$ cat src/inc/sacf_pkg.sv
// Constants shared by the serial audio clock framer and its bench.
// Assumes a 100 MHz system clock and a byte-addressed register port.
package sacf_pkg;
   // ----------------------------------------------------------------
   // Register port and map
   // ----------------------------------------------------------------
   localparam int         AW         = 8;
   localparam int         DW         = 32;
   localparam logic [7:0] ADDR_CTRL  = 8'h00;
   localparam logic [7:0] ADDR_RATE  = 8'h04;
   localparam logic [7:0] ADDR_CHAN  = 8'h08;
   localparam logic [7:0] ADDR_SLOT  = 8'h0c;
   localparam logic [7:0] ADDR_NMUL  = 8'h10;
   localparam logic [7:0] ADDR_MMUL  = 8'h14;
   localparam logic [7:0] ADDR_VOLT  = 8'h18;
   localparam logic [7:0] ADDR_STAT  = 8'h1c;
   localparam logic [7:0] ADDR_BRATE = 8'h20;
   localparam logic [7:0] ADDR_RRATE = 8'h24;
   // ----------------------------------------------------------------
   // Field positions
   // ----------------------------------------------------------------
   localparam int CTRL_W  = 13;
   localparam int CT_RUN  = 0;
   localparam int CT_FOUT = 1;
   localparam int CT_BOUT = 2;
   localparam int CT_MOUT = 3;
   localparam int CT_EARLY = 4;
   localparam int CT_FBW  = 5;
   localparam int CT_CBW  = 6;
   localparam int CT_FFALL = 7;
   localparam int CT_CFALL = 8;
   localparam int CT_FINV = 9;
   localparam int CT_CINV = 10;
   localparam int CT_RINV = 11;
   localparam int CT_JIT  = 12;
   localparam int FW      = 6;
   localparam int SL_SLOT = 0;
   localparam int SL_DLEN = 8;
   localparam int SL_LEAD = 16;
   localparam int SL_TRAIL = 24;
   localparam int VT_LVL  = 0;
   localparam int VT_EN   = 8;
   localparam int ST_MASTER = 0;
   localparam int ST_RREJ  = 1;
   localparam int ST_SREJ  = 2;
   localparam int ST_BBAD  = 3;
   localparam int ST_RBAD  = 4;
   localparam int ST_OUTEN = 5;
   localparam int ST_FORCE = 6;
   localparam int ST_RUNNING = 7;
   // ----------------------------------------------------------------
   // Reset values and limits
   // ----------------------------------------------------------------
   localparam logic [12:0] CTRL_RST  = 13'h000e;
   localparam logic [17:0] RATE_RST  = 18'h0bb80;
   localparam logic [7:0]  CHAN_RST  = 8'h01;
   localparam logic [5:0]  SLOT_RST  = 6'h20;
   localparam logic [5:0]  DLEN_RST  = 6'h18;
   localparam logic [5:0]  LEAD_RST  = 6'h00;
   localparam logic [5:0]  TRAIL_RST = 6'h08;
   localparam logic [9:0]  NMUL_RST  = 10'h100;
   localparam logic [15:0] MMUL_RST  = 16'h0100;
   localparam logic [2:0]  LVL_MAX   = 3'h4;
   localparam logic [15:0] LFSR_SEED = 16'hace1;
   localparam int CLK_PERIOD_NS = 10;
   localparam int SYS_HZ      = 1_000_000_000 / CLK_PERIOD_NS;
   localparam int RATE_MIN_HZ = 6750;
   localparam int RATE_MAX_HZ = 216000;
   localparam int SLOT_MIN    = 8;
   localparam int SLOT_MAX    = 32;
   localparam int DIV_MIN     = 1;
   localparam int DIV_MAX     = 256;
endpackage
$ cat src/core/sacf_core.sv
// Clock and frame generator for a serial audio port.
// Assumes synchronous pin inputs and a one-cycle register port.
`timescale 1ns/1ps
module sacf_core #(
   parameter int MAX_BCLK_HZ = 25_000_000,
   parameter int MAX_REF_HZ  = 50_000_000
) (
   input  logic                    i_clk_sys,
   input  logic                    i_rst_n,
   input  logic [sacf_pkg::AW-1:0] i_addr,
   input  logic [sacf_pkg::DW-1:0] i_wdata,
   input  logic                    i_wr,
   input  logic                    i_rd,
   output logic [sacf_pkg::DW-1:0] o_rdata,
   input  logic                    i_frame,
   output logic                    o_frame,
   output logic                    o_frame_oe,
   input  logic                    i_bclk,
   output logic                    o_bclk,
   output logic                    o_bclk_oe,
   input  logic                    i_mclk,
   output logic                    o_mclk,
   output logic                    o_mclk_oe,
   output logic                    o_chan,
   output logic                    o_chan_oe,
   output logic                    o_ref,
   output logic                    o_ref_oe,
   output logic [2:0]              o_level,
   output logic                    o_out_en,
   output logic                    o_master,
   output logic                    o_launch,
   output logic [4:0]              o_bit_idx,
   output logic [7:0]              o_chan_idx,
   output logic                    o_lead_pad,
   output logic                    o_trail_pad,
   output logic                    o_data_bit
);
   import sacf_pkg::*;

   if (MAX_BCLK_HZ < 1 || MAX_BCLK_HZ > SYS_HZ / 4) begin : g_chk_b
      $error("MAX_BCLK_HZ out of range");
   end
   if (MAX_REF_HZ < 1 || MAX_REF_HZ > SYS_HZ) begin : g_chk_r
      $error("MAX_REF_HZ out of range");
   end

   // ----------------------------------------------------------------
   // Configuration registers
   // ----------------------------------------------------------------
   logic [CTRL_W-1:0] ctrl_r;
   logic [17:0]       rate_r;
   logic [7:0]        chan_r;
   logic [5:0]        slot_r;
   logic [5:0]        dlen_r;
   logic [5:0]        lead_r;
   logic [5:0]        trail_r;
   logic [9:0]        nmul_r;
   logic [15:0]       mmul_r;
   logic [2:0]        lvl_r;
   logic              outen_r;
   logic              rrej_r;
   logic              srej_r;
   logic              rate_ok;
   logic              slot_ok;
   logic [5:0]        w_slot;
   logic [5:0]        w_dlen;
   logic [2:0]        w_lvl;

   assign w_slot  = i_wdata[SL_SLOT +: FW];
   assign w_dlen  = i_wdata[SL_DLEN +: FW];
   assign w_lvl   = i_wdata[VT_LVL +: 3];
   assign rate_ok = i_wdata >= RATE_MIN_HZ &&
                    i_wdata <= RATE_MAX_HZ;
   assign slot_ok = w_slot >= SLOT_MIN && w_slot <= SLOT_MAX &&
                    w_dlen >= 1 && w_dlen <= SLOT_MAX;

   // Register writes
   always_ff @(posedge i_clk_sys) begin
      if (!i_rst_n) begin
         ctrl_r  <= CTRL_RST;
         rate_r  <= RATE_RST;
         chan_r  <= CHAN_RST;
         slot_r  <= SLOT_RST;
         dlen_r  <= DLEN_RST;
         lead_r  <= LEAD_RST;
         trail_r <= TRAIL_RST;
         nmul_r  <= NMUL_RST;
         mmul_r  <= MMUL_RST;
      end else if (i_wr) begin
         case (i_addr)
            ADDR_CTRL: ctrl_r <= i_wdata[CTRL_W-1:0];
            ADDR_RATE: if (rate_ok) rate_r <= i_wdata[17:0];
            ADDR_CHAN: chan_r <= i_wdata[7:0];
            ADDR_SLOT: if (slot_ok) begin
               slot_r  <= w_slot;
               dlen_r  <= w_dlen;
               lead_r  <= i_wdata[SL_LEAD +: FW];
               trail_r <= i_wdata[SL_TRAIL +: FW];
            end
            ADDR_NMUL: if (i_wdata[9:0] != '0 && i_wdata[31:10] == '0) begin
               nmul_r <= i_wdata[9:0];
            end
            ADDR_MMUL: if (!ctrl_r[CT_MOUT] && i_wdata[15:0] != '0) begin
               mmul_r <= i_wdata[15:0];
            end
            default: ;
         endcase
      end
   end

   // Outcome of the last rate and slot writes
   always_ff @(posedge i_clk_sys) begin
      if (!i_rst_n) begin
         rrej_r <= 1'b0;
         srej_r <= 1'b0;
      end else if (i_wr && i_addr == ADDR_RATE) begin
         rrej_r <= !rate_ok;
      end else if (i_wr && i_addr == ADDR_SLOT) begin
         srej_r <= !slot_ok;
      end
   end

   // Logic level and output drivers
   always_ff @(posedge i_clk_sys) begin
      if (!i_rst_n) begin
         lvl_r   <= '0;
         outen_r <= 1'b0;
      end else if (i_wr && i_addr == ADDR_CTRL) begin
         outen_r <= 1'b0;
      end else if (i_wr && i_addr == ADDR_VOLT && w_lvl <= LVL_MAX) begin
         lvl_r <= w_lvl;
         if (outen_r && w_lvl > lvl_r) begin
            outen_r <= 1'b0;
         end else begin
            outen_r <= i_wdata[VT_EN];
         end
      end
   end

   // ----------------------------------------------------------------
   // Slot geometry and rate arithmetic
   // ----------------------------------------------------------------
   logic [5:0]  slot_eff;
   logic [5:0]  avail;
   logic [5:0]  lead_eff;
   logic [5:0]  trail_eff;
   logic [8:0]  ch_cnt;
   logic [14:0] total;
   logic [33:0] brate;
   logic [27:0] rrate;
   logic        mout;
   logic        bout;
   logic        fout;
   logic        master;

   assign slot_eff  = (slot_r < dlen_r) ? dlen_r : slot_r;
   assign avail     = slot_eff - dlen_r;
   assign lead_eff  = (lead_r < avail) ? lead_r : avail;
   assign trail_eff = avail - lead_eff;
   assign ch_cnt    = {1'b0, chan_r} + 9'h001;
   assign total     = 15'(ch_cnt) * 15'(slot_eff);
   assign brate     = 34'(rate_r) * 34'(total);
   assign rrate     = 28'(rate_r) * 28'(nmul_r);
   assign mout      = ctrl_r[CT_MOUT];
   assign bout      = ctrl_r[CT_BOUT];
   assign fout      = ctrl_r[CT_FOUT];
   assign master    = fout && bout && mout;

   // Reference divider: sys/(N*rate) as master, M/N as slave
   logic [31:0] a_q;
   logic        a_exact;
   logic [31:0] b_q;
   logic        b_exact;

   sacf_divchk #(.W(32)) u_div_ref (
      .i_clk_sys (i_clk_sys),
      .i_rst_n   (i_rst_n),
      .i_num     (mout ? 32'(SYS_HZ) : 32'(mmul_r)),
      .i_den     (mout ? 32'(rrate) : 32'(nmul_r)),
      .o_quot    (a_q),
      .o_exact   (a_exact)
   );

   // Bit divider from external master clock: M/(channels*bits)
   sacf_divchk #(.W(32)) u_div_bit (
      .i_clk_sys (i_clk_sys),
      .i_rst_n   (i_rst_n),
      .i_num     (32'(mmul_r)),
      .i_den     (32'(total)),
      .o_quot    (b_q),
      .o_exact   (b_exact)
   );

   logic bclk_bad;
   logic ref_ok;
   logic sbit_ok;
   logic clk_ok;
   logic running;

   assign bclk_bad = brate > 34'(MAX_BCLK_HZ);
   assign ref_ok   = a_exact && a_q >= DIV_MIN && a_q <= DIV_MAX &&
                     (!mout || rrate <= 28'(MAX_REF_HZ));
   assign sbit_ok  = b_exact && b_q >= 2 && b_q[31:16] == '0;
   assign clk_ok   = !bout || (mout ? !bclk_bad : sbit_ok);
   assign running  = ctrl_r[CT_RUN] && clk_ok;

   // ----------------------------------------------------------------
   // Master clock, reference clock and bit clock generation
   // ----------------------------------------------------------------
   logic [15:0] lfsr_r;
   logic        mclk_q;
   logic        mrise;
   logic        rtick;
   logic [9:0]  rper;
   logic [9:0]  rcnt_r;
   logic        ref_r;

   // Dither source for jitter
   always_ff @(posedge i_clk_sys) begin
      if (!i_rst_n) begin
         lfsr_r <= LFSR_SEED;
      end else begin
         lfsr_r <= {lfsr_r[14:0],
                    lfsr_r[15] ^ lfsr_r[13] ^ lfsr_r[12] ^ lfsr_r[10]};
      end
   end

   always_ff @(posedge i_clk_sys) begin
      if (!i_rst_n) begin
         mclk_q <= 1'b0;
      end else begin
         mclk_q <= i_mclk;
      end
   end

   assign mrise = i_mclk && !mclk_q;
   assign rtick = mout ? 1'b1 : mrise;
   assign rper  = 10'(a_q[8:0]) +
                  10'(ctrl_r[CT_JIT] && mout && lfsr_r[0]);

   // Integer divider for the reference clock
   always_ff @(posedge i_clk_sys) begin
      if (!i_rst_n || !ref_ok) begin
         rcnt_r <= '0;
         ref_r  <= 1'b0;
      end else if (rtick) begin
         rcnt_r <= (rcnt_r >= rper - 10'h001) ? '0 : rcnt_r + 10'h001;
         ref_r  <= rcnt_r < (rper >> 1);
      end
   end

   logic [27:0] acc_r;
   logic [28:0] acc_sum;
   logic [15:0] bcnt_r;
   logic        bgen_r;

   assign acc_sum = 29'(acc_r) + 29'({brate[26:0], 1'b0}) +
                    29'(ctrl_r[CT_JIT] ? lfsr_r[3:1] : 3'h0);

   // Bit clock: phase accumulator as master, mclk divider as slave
   always_ff @(posedge i_clk_sys) begin
      if (!i_rst_n || !running || !bout) begin
         acc_r  <= '0;
         bcnt_r <= '0;
         bgen_r <= 1'b0;
      end else if (mout) begin
         if (acc_sum >= 29'(SYS_HZ)) begin
            acc_r  <= 28'(acc_sum - 29'(SYS_HZ));
            bgen_r <= !bgen_r;
         end else begin
            acc_r <= acc_sum[27:0];
         end
      end else if (mrise) begin
         bcnt_r <= (bcnt_r >= b_q[15:0] - 16'h0001) ? '0 :
                   bcnt_r + 16'h0001;
         bgen_r <= bcnt_r < (b_q[15:0] >> 1);
      end
   end

   // ----------------------------------------------------------------
   // Frame engine
   // ----------------------------------------------------------------
   logic        bnow;
   logic        bclk_q;
   logic        brise;
   logic        bfall;
   logic        fin;
   logic        fin_q;
   logic        sync_hit;
   logic        early;
   logic [4:0]  slot_last;
   logic [12:0] total_last;
   logic [4:0]  bit_r;
   logic [4:0]  bit_nxt;
   logic [7:0]  cidx_r;
   logic [7:0]  cidx_nxt;
   logic [12:0] pos_r;
   logic [12:0] pos_nxt;
   logic [12:0] pos_adj;
   logic        flvl;
   logic        clvl;
   logic        frame_r;
   logic        chan_r_lvl;

   assign bnow       = bout ? bgen_r : i_bclk;
   assign brise      = running && bnow && !bclk_q;
   assign bfall      = running && !bnow && bclk_q;
   assign fin        = i_frame ^ ctrl_r[CT_FINV];
   assign sync_hit   = !fout && brise && fin && !fin_q;
   assign early      = ctrl_r[CT_EARLY];
   assign slot_last  = 5'(slot_eff - 6'h01);
   assign total_last = 13'(total - 15'h0001);

   always_ff @(posedge i_clk_sys) begin
      if (!i_rst_n) begin
         bclk_q <= 1'b0;
         fin_q  <= 1'b0;
      end else begin
         bclk_q <= bnow;
         if (brise) begin
            fin_q <= fin;
         end
      end
   end

   // Next bit position; bits start on the bit clock falling edge
   always_comb begin
      bit_nxt  = bit_r;
      cidx_nxt = cidx_r;
      pos_nxt  = pos_r;
      if (sync_hit) begin
         bit_nxt  = early ? slot_last : '0;
         cidx_nxt = early ? chan_r : '0;
         pos_nxt  = early ? total_last : '0;
      end else if (bfall) begin
         if (bit_r == slot_last) begin
            bit_nxt  = '0;
            cidx_nxt = (cidx_r == chan_r) ? '0 : cidx_r + 8'h01;
         end else begin
            bit_nxt = bit_r + 5'h01;
         end
         pos_nxt = (pos_r == total_last) ? '0 : pos_r + 13'h0001;
      end
   end

   // Frame and channel levels from the bit position
   always_comb begin
      pos_adj = pos_nxt;
      if (early) begin
         pos_adj = (pos_nxt == total_last) ? '0 :
                   pos_nxt + 13'h0001;
      end
      flvl = ctrl_r[CT_FBW] ? (pos_adj == '0) :
             (15'(pos_adj) < (total >> 1));
      clvl = ctrl_r[CT_CBW] ? (bit_nxt == '0) :
             (6'(bit_nxt) < (slot_eff >> 1));
   end

   // Counters and pad flags
   always_ff @(posedge i_clk_sys) begin
      if (!i_rst_n || !running) begin
         bit_r      <= '0;
         cidx_r     <= '0;
         pos_r      <= '0;
         o_lead_pad <= 1'b0;
         o_trail_pad <= 1'b0;
         o_data_bit <= 1'b0;
      end else begin
         bit_r       <= bit_nxt;
         cidx_r      <= cidx_nxt;
         pos_r       <= pos_nxt;
         o_lead_pad  <= 6'(bit_nxt) < lead_eff;
         o_trail_pad <= 6'(bit_nxt) >= slot_eff - trail_eff;
         o_data_bit  <= 6'(bit_nxt) >= lead_eff &&
                        6'(bit_nxt) < slot_eff - trail_eff;
      end
   end

   // Frame and channel transitions on the chosen bit clock edge
   always_ff @(posedge i_clk_sys) begin
      if (!i_rst_n || !running) begin
         frame_r    <= 1'b0;
         chan_r_lvl <= 1'b0;
      end else begin
         if (ctrl_r[CT_FFALL] ? bfall : brise) begin
            frame_r <= flvl;
         end
         if (ctrl_r[CT_CFALL] ? bfall : brise) begin
            chan_r_lvl <= clvl;
         end
      end
   end

   // ----------------------------------------------------------------
   // Pins
   // ----------------------------------------------------------------
   assign o_frame    = frame_r ^ ctrl_r[CT_FINV];
   assign o_chan     = chan_r_lvl ^ ctrl_r[CT_CINV];
   assign o_ref      = ref_r ^ ctrl_r[CT_RINV];
   assign o_bclk     = bgen_r;
   assign o_mclk     = ref_r;
   assign o_frame_oe = outen_r && fout;
   assign o_bclk_oe  = outen_r && bout;
   assign o_mclk_oe  = outen_r && mout;
   assign o_chan_oe  = outen_r;
   assign o_ref_oe   = outen_r;
   assign o_level    = lvl_r;
   assign o_out_en   = outen_r;
   assign o_master   = master;
   assign o_launch   = bfall;
   assign o_bit_idx  = bit_r;
   assign o_chan_idx = cidx_r;

   // ----------------------------------------------------------------
   // Register reads
   // ----------------------------------------------------------------
   logic [DW-1:0] rd_mux;

   always_comb begin
      rd_mux = '0;
      case (i_addr)
         ADDR_CTRL: rd_mux = DW'(ctrl_r);
         ADDR_RATE: rd_mux = DW'(rate_r);
         ADDR_CHAN: rd_mux = DW'(chan_r);
         ADDR_SLOT: begin
            rd_mux[SL_SLOT +: FW]  = slot_eff;
            rd_mux[SL_DLEN +: FW]  = dlen_r;
            rd_mux[SL_LEAD +: FW]  = lead_eff;
            rd_mux[SL_TRAIL +: FW] = trail_eff;
         end
         ADDR_NMUL: rd_mux = DW'(nmul_r);
         ADDR_MMUL: rd_mux = mout ? '0 : DW'(mmul_r);
         ADDR_VOLT: begin
            rd_mux[VT_LVL +: 3] = lvl_r;
            rd_mux[VT_EN]       = outen_r;
         end
         ADDR_STAT: begin
            rd_mux[ST_MASTER]  = master;
            rd_mux[ST_RREJ]    = rrej_r;
            rd_mux[ST_SREJ]    = srej_r;
            rd_mux[ST_BBAD]    = bclk_bad;
            rd_mux[ST_RBAD]    = !ref_ok;
            rd_mux[ST_OUTEN]   = outen_r;
            rd_mux[ST_FORCE]   = slot_r < dlen_r;
            rd_mux[ST_RUNNING] = running;
         end
         ADDR_BRATE: rd_mux = bclk_bad ? '0 : brate[31:0];
         ADDR_RRATE: rd_mux = ref_ok ? DW'(rrate) : '0;
         default: rd_mux = '0;
      endcase
   end

   // Read data stands only in the cycle after the strobe
   always_ff @(posedge i_clk_sys) begin
      if (!i_rst_n) begin
         o_rdata <= '0;
      end else begin
         o_rdata <= i_rd ? rd_mux : '0;
      end
   end
endmodule

$ cat src/core/sacf_divchk.sv
// Serial restoring divider: quotient and an exactness flag.
// Assumes operands stay still for one pass of W+1 cycles.
`timescale 1ns/1ps
module sacf_divchk #(
   parameter int W = 32
) (
   input  logic         i_clk_sys,
   input  logic         i_rst_n,
   input  logic [W-1:0] i_num,
   input  logic [W-1:0] i_den,
   output logic [W-1:0] o_quot,
   output logic         o_exact
);
   if (W < 2) begin : g_chk
      $error("sacf_divchk width too small");
   end

   logic [W:0]           rem_r;
   logic [W-1:0]         sh_r;
   logic [$clog2(W+1):0] cnt_r;
   logic [W:0]           trial;
   logic                 ge;
   logic [W:0]           rem_nxt;

   // One shift-subtract step
   always_comb begin
      trial   = {rem_r[W-1:0], sh_r[W-1]};
      ge      = trial >= {1'b0, i_den};
      rem_nxt = ge ? trial - {1'b0, i_den} : trial;
   end

   // Iterate, then publish and restart
   always_ff @(posedge i_clk_sys) begin
      if (!i_rst_n) begin
         rem_r   <= '0;
         sh_r    <= '0;
         cnt_r   <= '0;
         o_quot  <= '0;
         o_exact <= 1'b0;
      end else if (cnt_r == '0) begin
         rem_r <= '0;
         sh_r  <= i_num;
         cnt_r <= ($clog2(W+1)+1)'(W);
      end else begin
         rem_r <= rem_nxt;
         sh_r  <= {sh_r[W-2:0], ge};
         cnt_r <= cnt_r - 1'b1;
         if (cnt_r == 1) begin
            o_quot  <= {sh_r[W-2:0], ge};
            o_exact <= (rem_nxt == '0) && (i_den != '0);
         end
      end
   end
endmodule

$ cat config.mk
export PLATFORM = sky130hd
export DESIGN_NAME = sacf_core
export DESIGN_NICKNAME = d
export VERILOG_FILES = /design/src/inc/sacf_pkg.sv /design/src/core/sacf_core.sv /design/src/core/sacf_divchk.sv
export SDC_FILE = /design/constraint.sdc
export NUM_CORES = 2
export LEC_CHECK = 0
export ABC_AREA = 1
export BUFFER_PORTS_ARGS = -buffer_cell sky130_fd_sc_hd__buf_2
export CAP_MARGIN = 25
export CORE_MARGIN = 2
export CORE_UTILIZATION = 40
export DETAILED_ROUTE_END_ITERATION = 16
export PLACE_DENSITY_LB_ADDON = 0.12
export REMOVE_ABC_BUFFERS = 1
export SLEW_MARGIN = 20
export SYNTH_ARGS = -nofsm -noshare
export SYNTH_HDL_FRONTEND = slang
export SYNTH_SLANG_ARGS = --single-unit
$ cat constraint.sdc
create_clock -name i_clk_sys -period 12.45 [get_ports i_clk_sys]
set_clock_uncertainty 0.15 [all_clocks]
set_input_delay 0.6225 -clock i_clk_sys [delete_from_list [all_inputs] [get_ports i_clk_sys]]
set_output_delay 0.6225 -clock i_clk_sys [all_outputs]
set_load 0.01 [all_outputs]
## Word level (Yosys, flattened, before mapping)

Index checks and enable logic that the tools add are counted.

| storage, ports and cells | value |
|---|---|
| word-level logic and storage cells | 266 |
| bits in writable memories | 0 |
| ROM bits | 0 |
| input port bits | 47 |
| memories kept | 0 |
| bits in latches | 0 |
| output and inout bits | 64 |
| register bits after elaboration | 435 |

| cells by class | value |
|---|---|
| order comparisons | 28 |
| shifts and indexed selects | 0 |
| eq/ne operators | 16 |
| div/mod/pow operators | 0 |
| multipliers | 3 |
| reductions and logical operators | 88 |
| add/sub/neg operators | 22 |
| mux-type cells | 53 |
| bitwise logic cells | 13 |

Operator list:

| cell | number |
|---|---|
| 28-bit two-way mux | 3 |
| 13-bit two-way mux | 6 |
| 33-bit logical NOT | 2 |
| 33-bit two-way mux | 2 |
| 32-bit two-way mux | 2 |
| 32-bit nonzero test | 2 |
| 16-bit two-way mux | 3 |
| 8-bit two-way mux | 5 |
| 1-bit logical AND | 36 |
| 5-bit case mux with 7 select lines | 1 |
| 33-bit by 15-bit greater-or-equal comparator with 1-bit output | 1 |
| 33-bit by 28-bit greater-or-equal comparator with 1-bit output | 1 |
| 33-bit by 25-bit greater-than comparator with 1-bit output, second input constant | 1 |
| 18-bit by 15-bit multiplier with 33-bit output | 1 |
| 33-bit by 15-bit subtractor with 33-bit output | 1 |
| 33-bit by 28-bit subtractor with 33-bit output | 1 |
| 8-bit by 5-bit equality test with 1-bit output, second input constant | 4 |
| 32-bit by 1-bit greater-or-equal comparator with 1-bit output, second input constant | 1 |
| 32-bit by 13-bit greater-or-equal comparator with 1-bit output, second input constant | 1 |
| 32-bit by 2-bit greater-or-equal comparator with 1-bit output, second input constant | 1 |
| 32-bit by 18-bit less-or-equal comparator with 1-bit output, second input constant | 1 |
| 32-bit by 9-bit less-or-equal comparator with 1-bit output, second input constant | 1 |
| 3-bit case mux with 10 select lines | 1 |
| 6-bit case mux with 5 select lines | 1 |
| other kinds (70) | 144 |

## Logic depth before layout (Yosys ltp)

| logic depth | value |
|---|---|
| depth after elaboration | 20 |
| mapped depth | 84 |
| mapped depth without buffers | 80 |

## Cells and area by module

A second synthesis with hierarchy kept.

| unflattened totals | value |
|---|---|
| cells, all modules | 7296 |
| area, all modules | 48370.1 um^2 |

By module, submodules not included:

| module | seq. area each (um^2) | area each (um^2) | instances | cells each |
|---|---|---|---|---|
| sacf_core | 4544.4 | 34891.0 | 1 | 5071 |
| sacf_divchk at u_div_bit | 2082.0 | 6747.7 | 1 | 1114 |
| sacf_divchk at u_div_ref | 2082.0 | 6731.5 | 1 | 1111 |

## Worst setup path before layout

OpenSTA, ideal clock, no wires.

| timing | value |
|---|---|
| path type | register to register |
| start | reg dlen_r[5] |
| end | reg chan_r_lvl |
| period minus slack after synthesis | 13.340 ns |
| path buffers | 4 |
| setup slack | -0.890 ns |
| arrival | 13.134 ns |
| cell stages (with the launch flop) | 68 |
| required time | 12.244 ns |
| library setup time | 0.056 ns |
| path through | dfxtp_1 > inv_1 > ha_1 > a21o_1 > nor2_1 > nand2_1 > clkbuf_1 > o21ai_0 > inv_1 > clkbuf_1 > nor2_1 > fa_1 > inv_1 > fa_1 > fa_1 > inv_1 > ha_1 > a21oi_1 > [32 not listed] > nand2_1 > nor2_1 > nand3_1 > nand2_2 > nand2_4 > a21oi_4 > nand4_4 > buf_6 > nor2_4 > inv_1 > o21ai_0 > ha_1 > a2111oi_0 > nand2_1 > o21ai_1 > nand2_1 > a31o_1 > inv_1 |

| on the way | value |
|---|---|
| word-level cells in the longest chain between the ends | 17 |
| elaborated cells between the ends (all ways) | 28 |
| those cells by class | add/sub: 1; mul: 2; order compare: 3; eq/ne: 1; mux: 8; reduce/logical: 13 |

Ends and longest elaborated chain:

| element | RTL line | RTL |
|---|---|---|
| start: declaration | sacf_core.sv:54 | `logic [5:0] dlen_r;` |
| start signal: assignment | sacf_core.sv:96 | `dlen_r <= w_dlen;` |
| 6-bit < comparator | sacf_core.sv:156 | `assign slot_eff = (slot_r < dlen_r) ? dlen_r : slot_r;` |
| 6-bit two-way mux (*) | sacf_core.sv:156 |  |
| 9-bit by 6-bit multiplier with 15-bit output | sacf_core.sv:161 | `assign total = 15'(ch_cnt) * 15'(slot_eff);` |
| 18-bit by 15-bit multiplier with 33-bit output | sacf_core.sv:162 | `assign brate = 34'(rate_r) * 34'(total);` |
| 33-bit by 25-bit greater-than comparator with 1-bit output | sacf_core.sv:200 | `assign bclk_bad = brate > 34'(MAX_BCLK_HZ);` |
| 1-bit logical NOT | sacf_core.sv:204 | `assign clk_ok = !bout \|\| (mout ? !bclk_bad : sbit_ok);` |
| 1-bit two-way mux | sacf_core.sv:204 |  |
| 1-bit logical OR | sacf_core.sv:204 |  |
| 1-bit logical AND | sacf_core.sv:205 | `assign running = ctrl_r[CT_RUN] && clk_ok;` |
| 1-bit logical AND (2 in series) | sacf_core.sv:306 | `assign brise = running && bnow && !bclk_q;` |
| 1-bit logical AND (3 in series) | sacf_core.sv:309 | `assign sync_hit = !fout && brise && fin && !fin_q;` |
| 5-bit two-way mux (*) | sacf_core.sv:331 | `if (sync_hit) begin` |
| net bit_nxt[4] | sacf_core.sv:294 | `logic [4:0] bit_nxt;` |
| 5-bit < comparator or 5-bit logical NOT (tied branches) | sacf_core.sv:356, sacf_core.sv:355 |  |
| 1-bit two-way mux (*) | sacf_core.sv:355 | `clvl = ctrl_r[CT_CBW] ? (bit_nxt == '0) :` |
| end signal: assignment | sacf_core.sv:389 | `chan_r_lvl <= clvl;` |
| end: declaration | sacf_core.sv:303 | `logic chan_r_lvl;` |

Mark *: on every way through the listed nets, which the timed path passes. The rest lies on a longest branch.
A chain may end at the register's enable or synchronous reset.

## Worst setup path in the final report

| timing | value |
|---|---|
| start | reg dlen_r[4] |
| end | reg chan_r_lvl |

The elaborated chain is that of the path after synthesis.

==> results.py <==
metrics = {
    "power": {
        "swShare_pct": 38.6,
        "p_seq_share_pct": 32.6,
        "vdd_drop_max_v": 0.000124,
        "p_leak_uw": 0.0279,
        "p_switching_uw": 2010,
        "clkPwrFrac_pct": 31.0,
        "intPower_uw": 3210,
        "p_comb_share_pct": 36.4,
        "p_per_area_nw_per_um2": 96.8,
    },
    "setup_path": {
        "timing.critical_path.slowest_stage_cell": "fa_1",
        "end_kind": "register",
        "worstSetupPathType": "reg -> reg",
        "cp.arrival_ns": 12.94,
        "crit_top_cell": "inv_1",
        "required_ns": 12.90,
        "cp-start-kind": "register",
        "cpPeakStageDelay_ns": 0.53,
        "path_delay_family": "adder cells",
        "worst-path-buf-inv": 25,
        "critPathMaxFanout": 8,
        "r2r_setup_slack_ns": -0.03,
    },
    "synth": {
        "synth_cells": 6304,
        "ys.flop_type": "dfxtp_1",
        "synth_seq_area_share_pct": 19.7,
        "syn_area_per_cell_um2": 7.02,
        "async_flop_share_pct": 0,
        "ys_ff_latch": 435,
        "synth_edf_count": 0,
        "yosysUniqueCellTypes": 68,
        "yosys_warnings": 0,
        "netlist_area_um2": 44300,
    },
    "sta": {
        "fin_crit_ns": 12.48,
        "tns_ns": -0.0477,
        "timing_worst_slew_pin_value_ns": 1.11,
        "relSlewSlack_pct": 25.7,
        "timing.hold.ws_ns": 0.0671,
        "rsz0062_at_grt": "true",
        "layout_setup_ws_ns": -0.0342,
        "final_hold_viol_count": 0,
        "fmax_ghz": 0.0801,
        "finalSetupViolations": 2,
        "min_period_over_period_pct": 100,
        "drv_slew": 0,
    },
    "cts": {
        "clock_latency_ns": 0.69,
        "cts_tree": "yes",
        "cts_sinks": 435,
        "clk_pin_slew_worst_paths_ns": 0.06,
        "clockRootBuffer": "clkbuf_16",
        "h-tree-depth": 2,
        "clock_path_buffers": 3,
        "cts_buffers": 52,
    },
    "grt": {
        "antenna_found_initial": 8,
        "grt-ovfl-total": 0,
        "grt_pass1_vias": 41400,
        "track_usage_pct": 27.7,
        "grt_pass1_wl_um": 243000,
        "grt_max_degree": 70,
    },
    "route": {
        "routed_wl_um": 159000,
        "avgViaCountPerCell": 5.14,
        "vias": 43000,
        "avgRoutedWirePerCell_um": 19.1,
        "drt_iter0_drc": 3046,
        "drc": 0,
        "drt.antenna.violating_nets": 0,
        "first_pass_iters": 6,
    },
    "floorplanning": {
        "die_area_um2": 113000,
        "initial_utilization_pct": 40.2,
        "core_um2": 110000,
        "die_w_um": 337,
        "die_h_um": 337,
        "rows": 122,
        "ios": 111,
    },
    "run_status": {
        "status": "complete, but fails checks",
        "violations": "negative setup slack",
    },
    "placed_design": {
        "dp_hpwl_um": 127000,
        "port_buffers": 110,
        "gp_congestion": 0.943,
    },
    "min_path": {
        "hold_class": "in -> reg",
    },
    "cells_and_area": {
        "num_antenna_cells": 0,
        "nFillCells": 11300,
        "nets": 7650,
        "layout-drive-gt1-share_pct": 17.2,
        "final_core_util_pct": 48.9,
        "area_growth_pct": 21.8,
    },
    "run": {
        "max-cap-violations": 0,
    },
}
-- registers in the layout, indices dropped and copies added (netlist names), 7 cells and up --
name / count
acc_r: 28
bcnt_r: 16
chan_r: 8
ctrl_r: 13
lfsr_r: 16
mmul_r: 16
nmul_r: 10
o_chan_idx: 8
o_rdata: 32
pos_r: 13
rate_r: 18
rcnt_r: 10
u_div_bit.cnt_r: 7
u_div_bit.o_quot: 32
u_div_bit.rem_r: 32
u_div_bit.sh_r: 32
u_div_ref.cnt_r: 7
u_div_ref.o_quot: 32
u_div_ref.rem_r: 32
u_div_ref.sh_r: 32
-- Yosys cell counts (22+ instances only) --
| library cell | count | area share (%) |
|---|---|---|
| nor3_1 | 67 | 0.76 |
| clkbuf_1 | 169 | 1.4 |
| nand3_1 | 259 | 2.9 |
| xor2_1 | 138 | 2.7 |
| nand2_1 | 1372 | 12 |
| nor4_1 | 29 | 0.41 |
| buf_1 | 22 | 0.19 |
| o211ai_1 | 34 | 0.58 |
| inv_1 | 1125 | 9.5 |
| a31oi_1 | 26 | 0.37 |
| a211oi_1 | 29 | 0.49 |
| nor2_1 | 676 | 5.7 |
| ha_1 | 404 | 11 |
| xnor2_1 | 72 | 1.4 |
| o21ai_1 | 23 | 0.26 |
| fa_1 | 369 | 17 |
| dfxtp_1 | 435 | 20 |
| nand4_1 | 88 | 1.2 |
| o21ai_0 | 330 | 3.7 |
| a21oi_1 | 361 | 4.1 |
| or2_2 | 26 | 0.37 |
-- stage by stage --
step                      setup WS [ns]  std cells  cell area, um2  power [uW]
after floorplan                   -1.01       6101           43400        3100
after global placement            -1.24       8190           49700        3590
after detailed placement          -1.43       8192           49700        3610
after CTS                        -0.167       8321           52800        5260
after global routing             -0.644       8361           53900        5610
final                           -0.0342       8361           53900        5220
-- final timing paths --
path,startpoint,to,cells after the start
max reg2reg,dlen_r[4],chan_r_lvl,80
min,i_mclk,mclk_q,3
max,dlen_r[4],chan_r_lvl,80
min reg2reg,lfsr_r[7],lfsr_r[8],2
-- cell families (layout without fill, tap and decap cells) --
group / after synthesis / in the layout / share of synthesized area (%)
other: 1 / 2 / 0.00847
xor gates and xnor gates: 210 / 210 / 4.16
AOI/OAI and AO/OA: 920 / 920 / 11.6
DFF: 435 / 435 / 19.7
muxes: 3 / 3 / 0.0679
and+or+nand+nor: 2609 / 2609 / 24.8
buffers and inverters: 1353 / 1921 / 11.6
adders and majority gates: 773 / 773 / 28.1
-- placed cells by master (no fill, tap or decap), drive strengths merged, types with 267 or more instances in the layout --
master,Yosys,routed
fa,369,369
o21ai,355,355
nand2,1392,1392
buf,35,673
ha,404,404
inv,1131,1135
a21oi,364,364
nand3,267,267
dfxtp,435,435
nor2,690,690
-- area by class of cell --
class	count	area (um2)	area share (%)
Multi-Input combinational cell	4517	32100	59.6
Sequential cell	435	8720	16.2
Tap cell	1488	1860	3.45
Clock inverter	20	265	0.492
Clock buffer	77	1530	2.83
Inverter	1149	4370	8.10
Timing Repair Buffer	675	5030	9.33
-- worst register-to-register path, delay by kind of cell (launching register included) --
| family | cells | cell delay (ns) |
|---|---|---|
| adder cells (fa/ha/maj) | 13 | 5.33 |
| AND/OR/NAND/NOR | 32 | 3.38 |
| flip-flops | 1 | 0.34 |
| buffers and inverters | 25 | 2.18 |
| AO/OA/AOI/OAI | 10 | 1.03 |
-- power groups by stage --
stage	Combinational, uW	Sequential, uW	Clock, uW
5_1_grt	2190	1720	1710
3_5_place_dp	1880	1730	0
2_1_floorplan	1400	1700	0
6_report	1900	1700	1620
3_3_place_gp	1870	1730	0
4_1_cts	1900	1700	1660
-- routing by layer --
metal | global-route usage (%) | vias up | wire (um)
met1 | 37.9 | 20600 | 70600
met5 | 0 | - | 35
met3 | 3.66 | 264 | 10700
met2 | 45.4 | 1245 | 72600
met4 | 8.31 | 4 | 5320
li1 | - | 20900 | -
-- what timing repair did --
action	4_1_cts	5_1_grt
pin swaps	174	131
setup buffers	33	40
setup endpoints to repair	61	27
cloned	0	2
resized for setup	262	187
hold buffers	0	0
(Power assumes the default switching activity.)
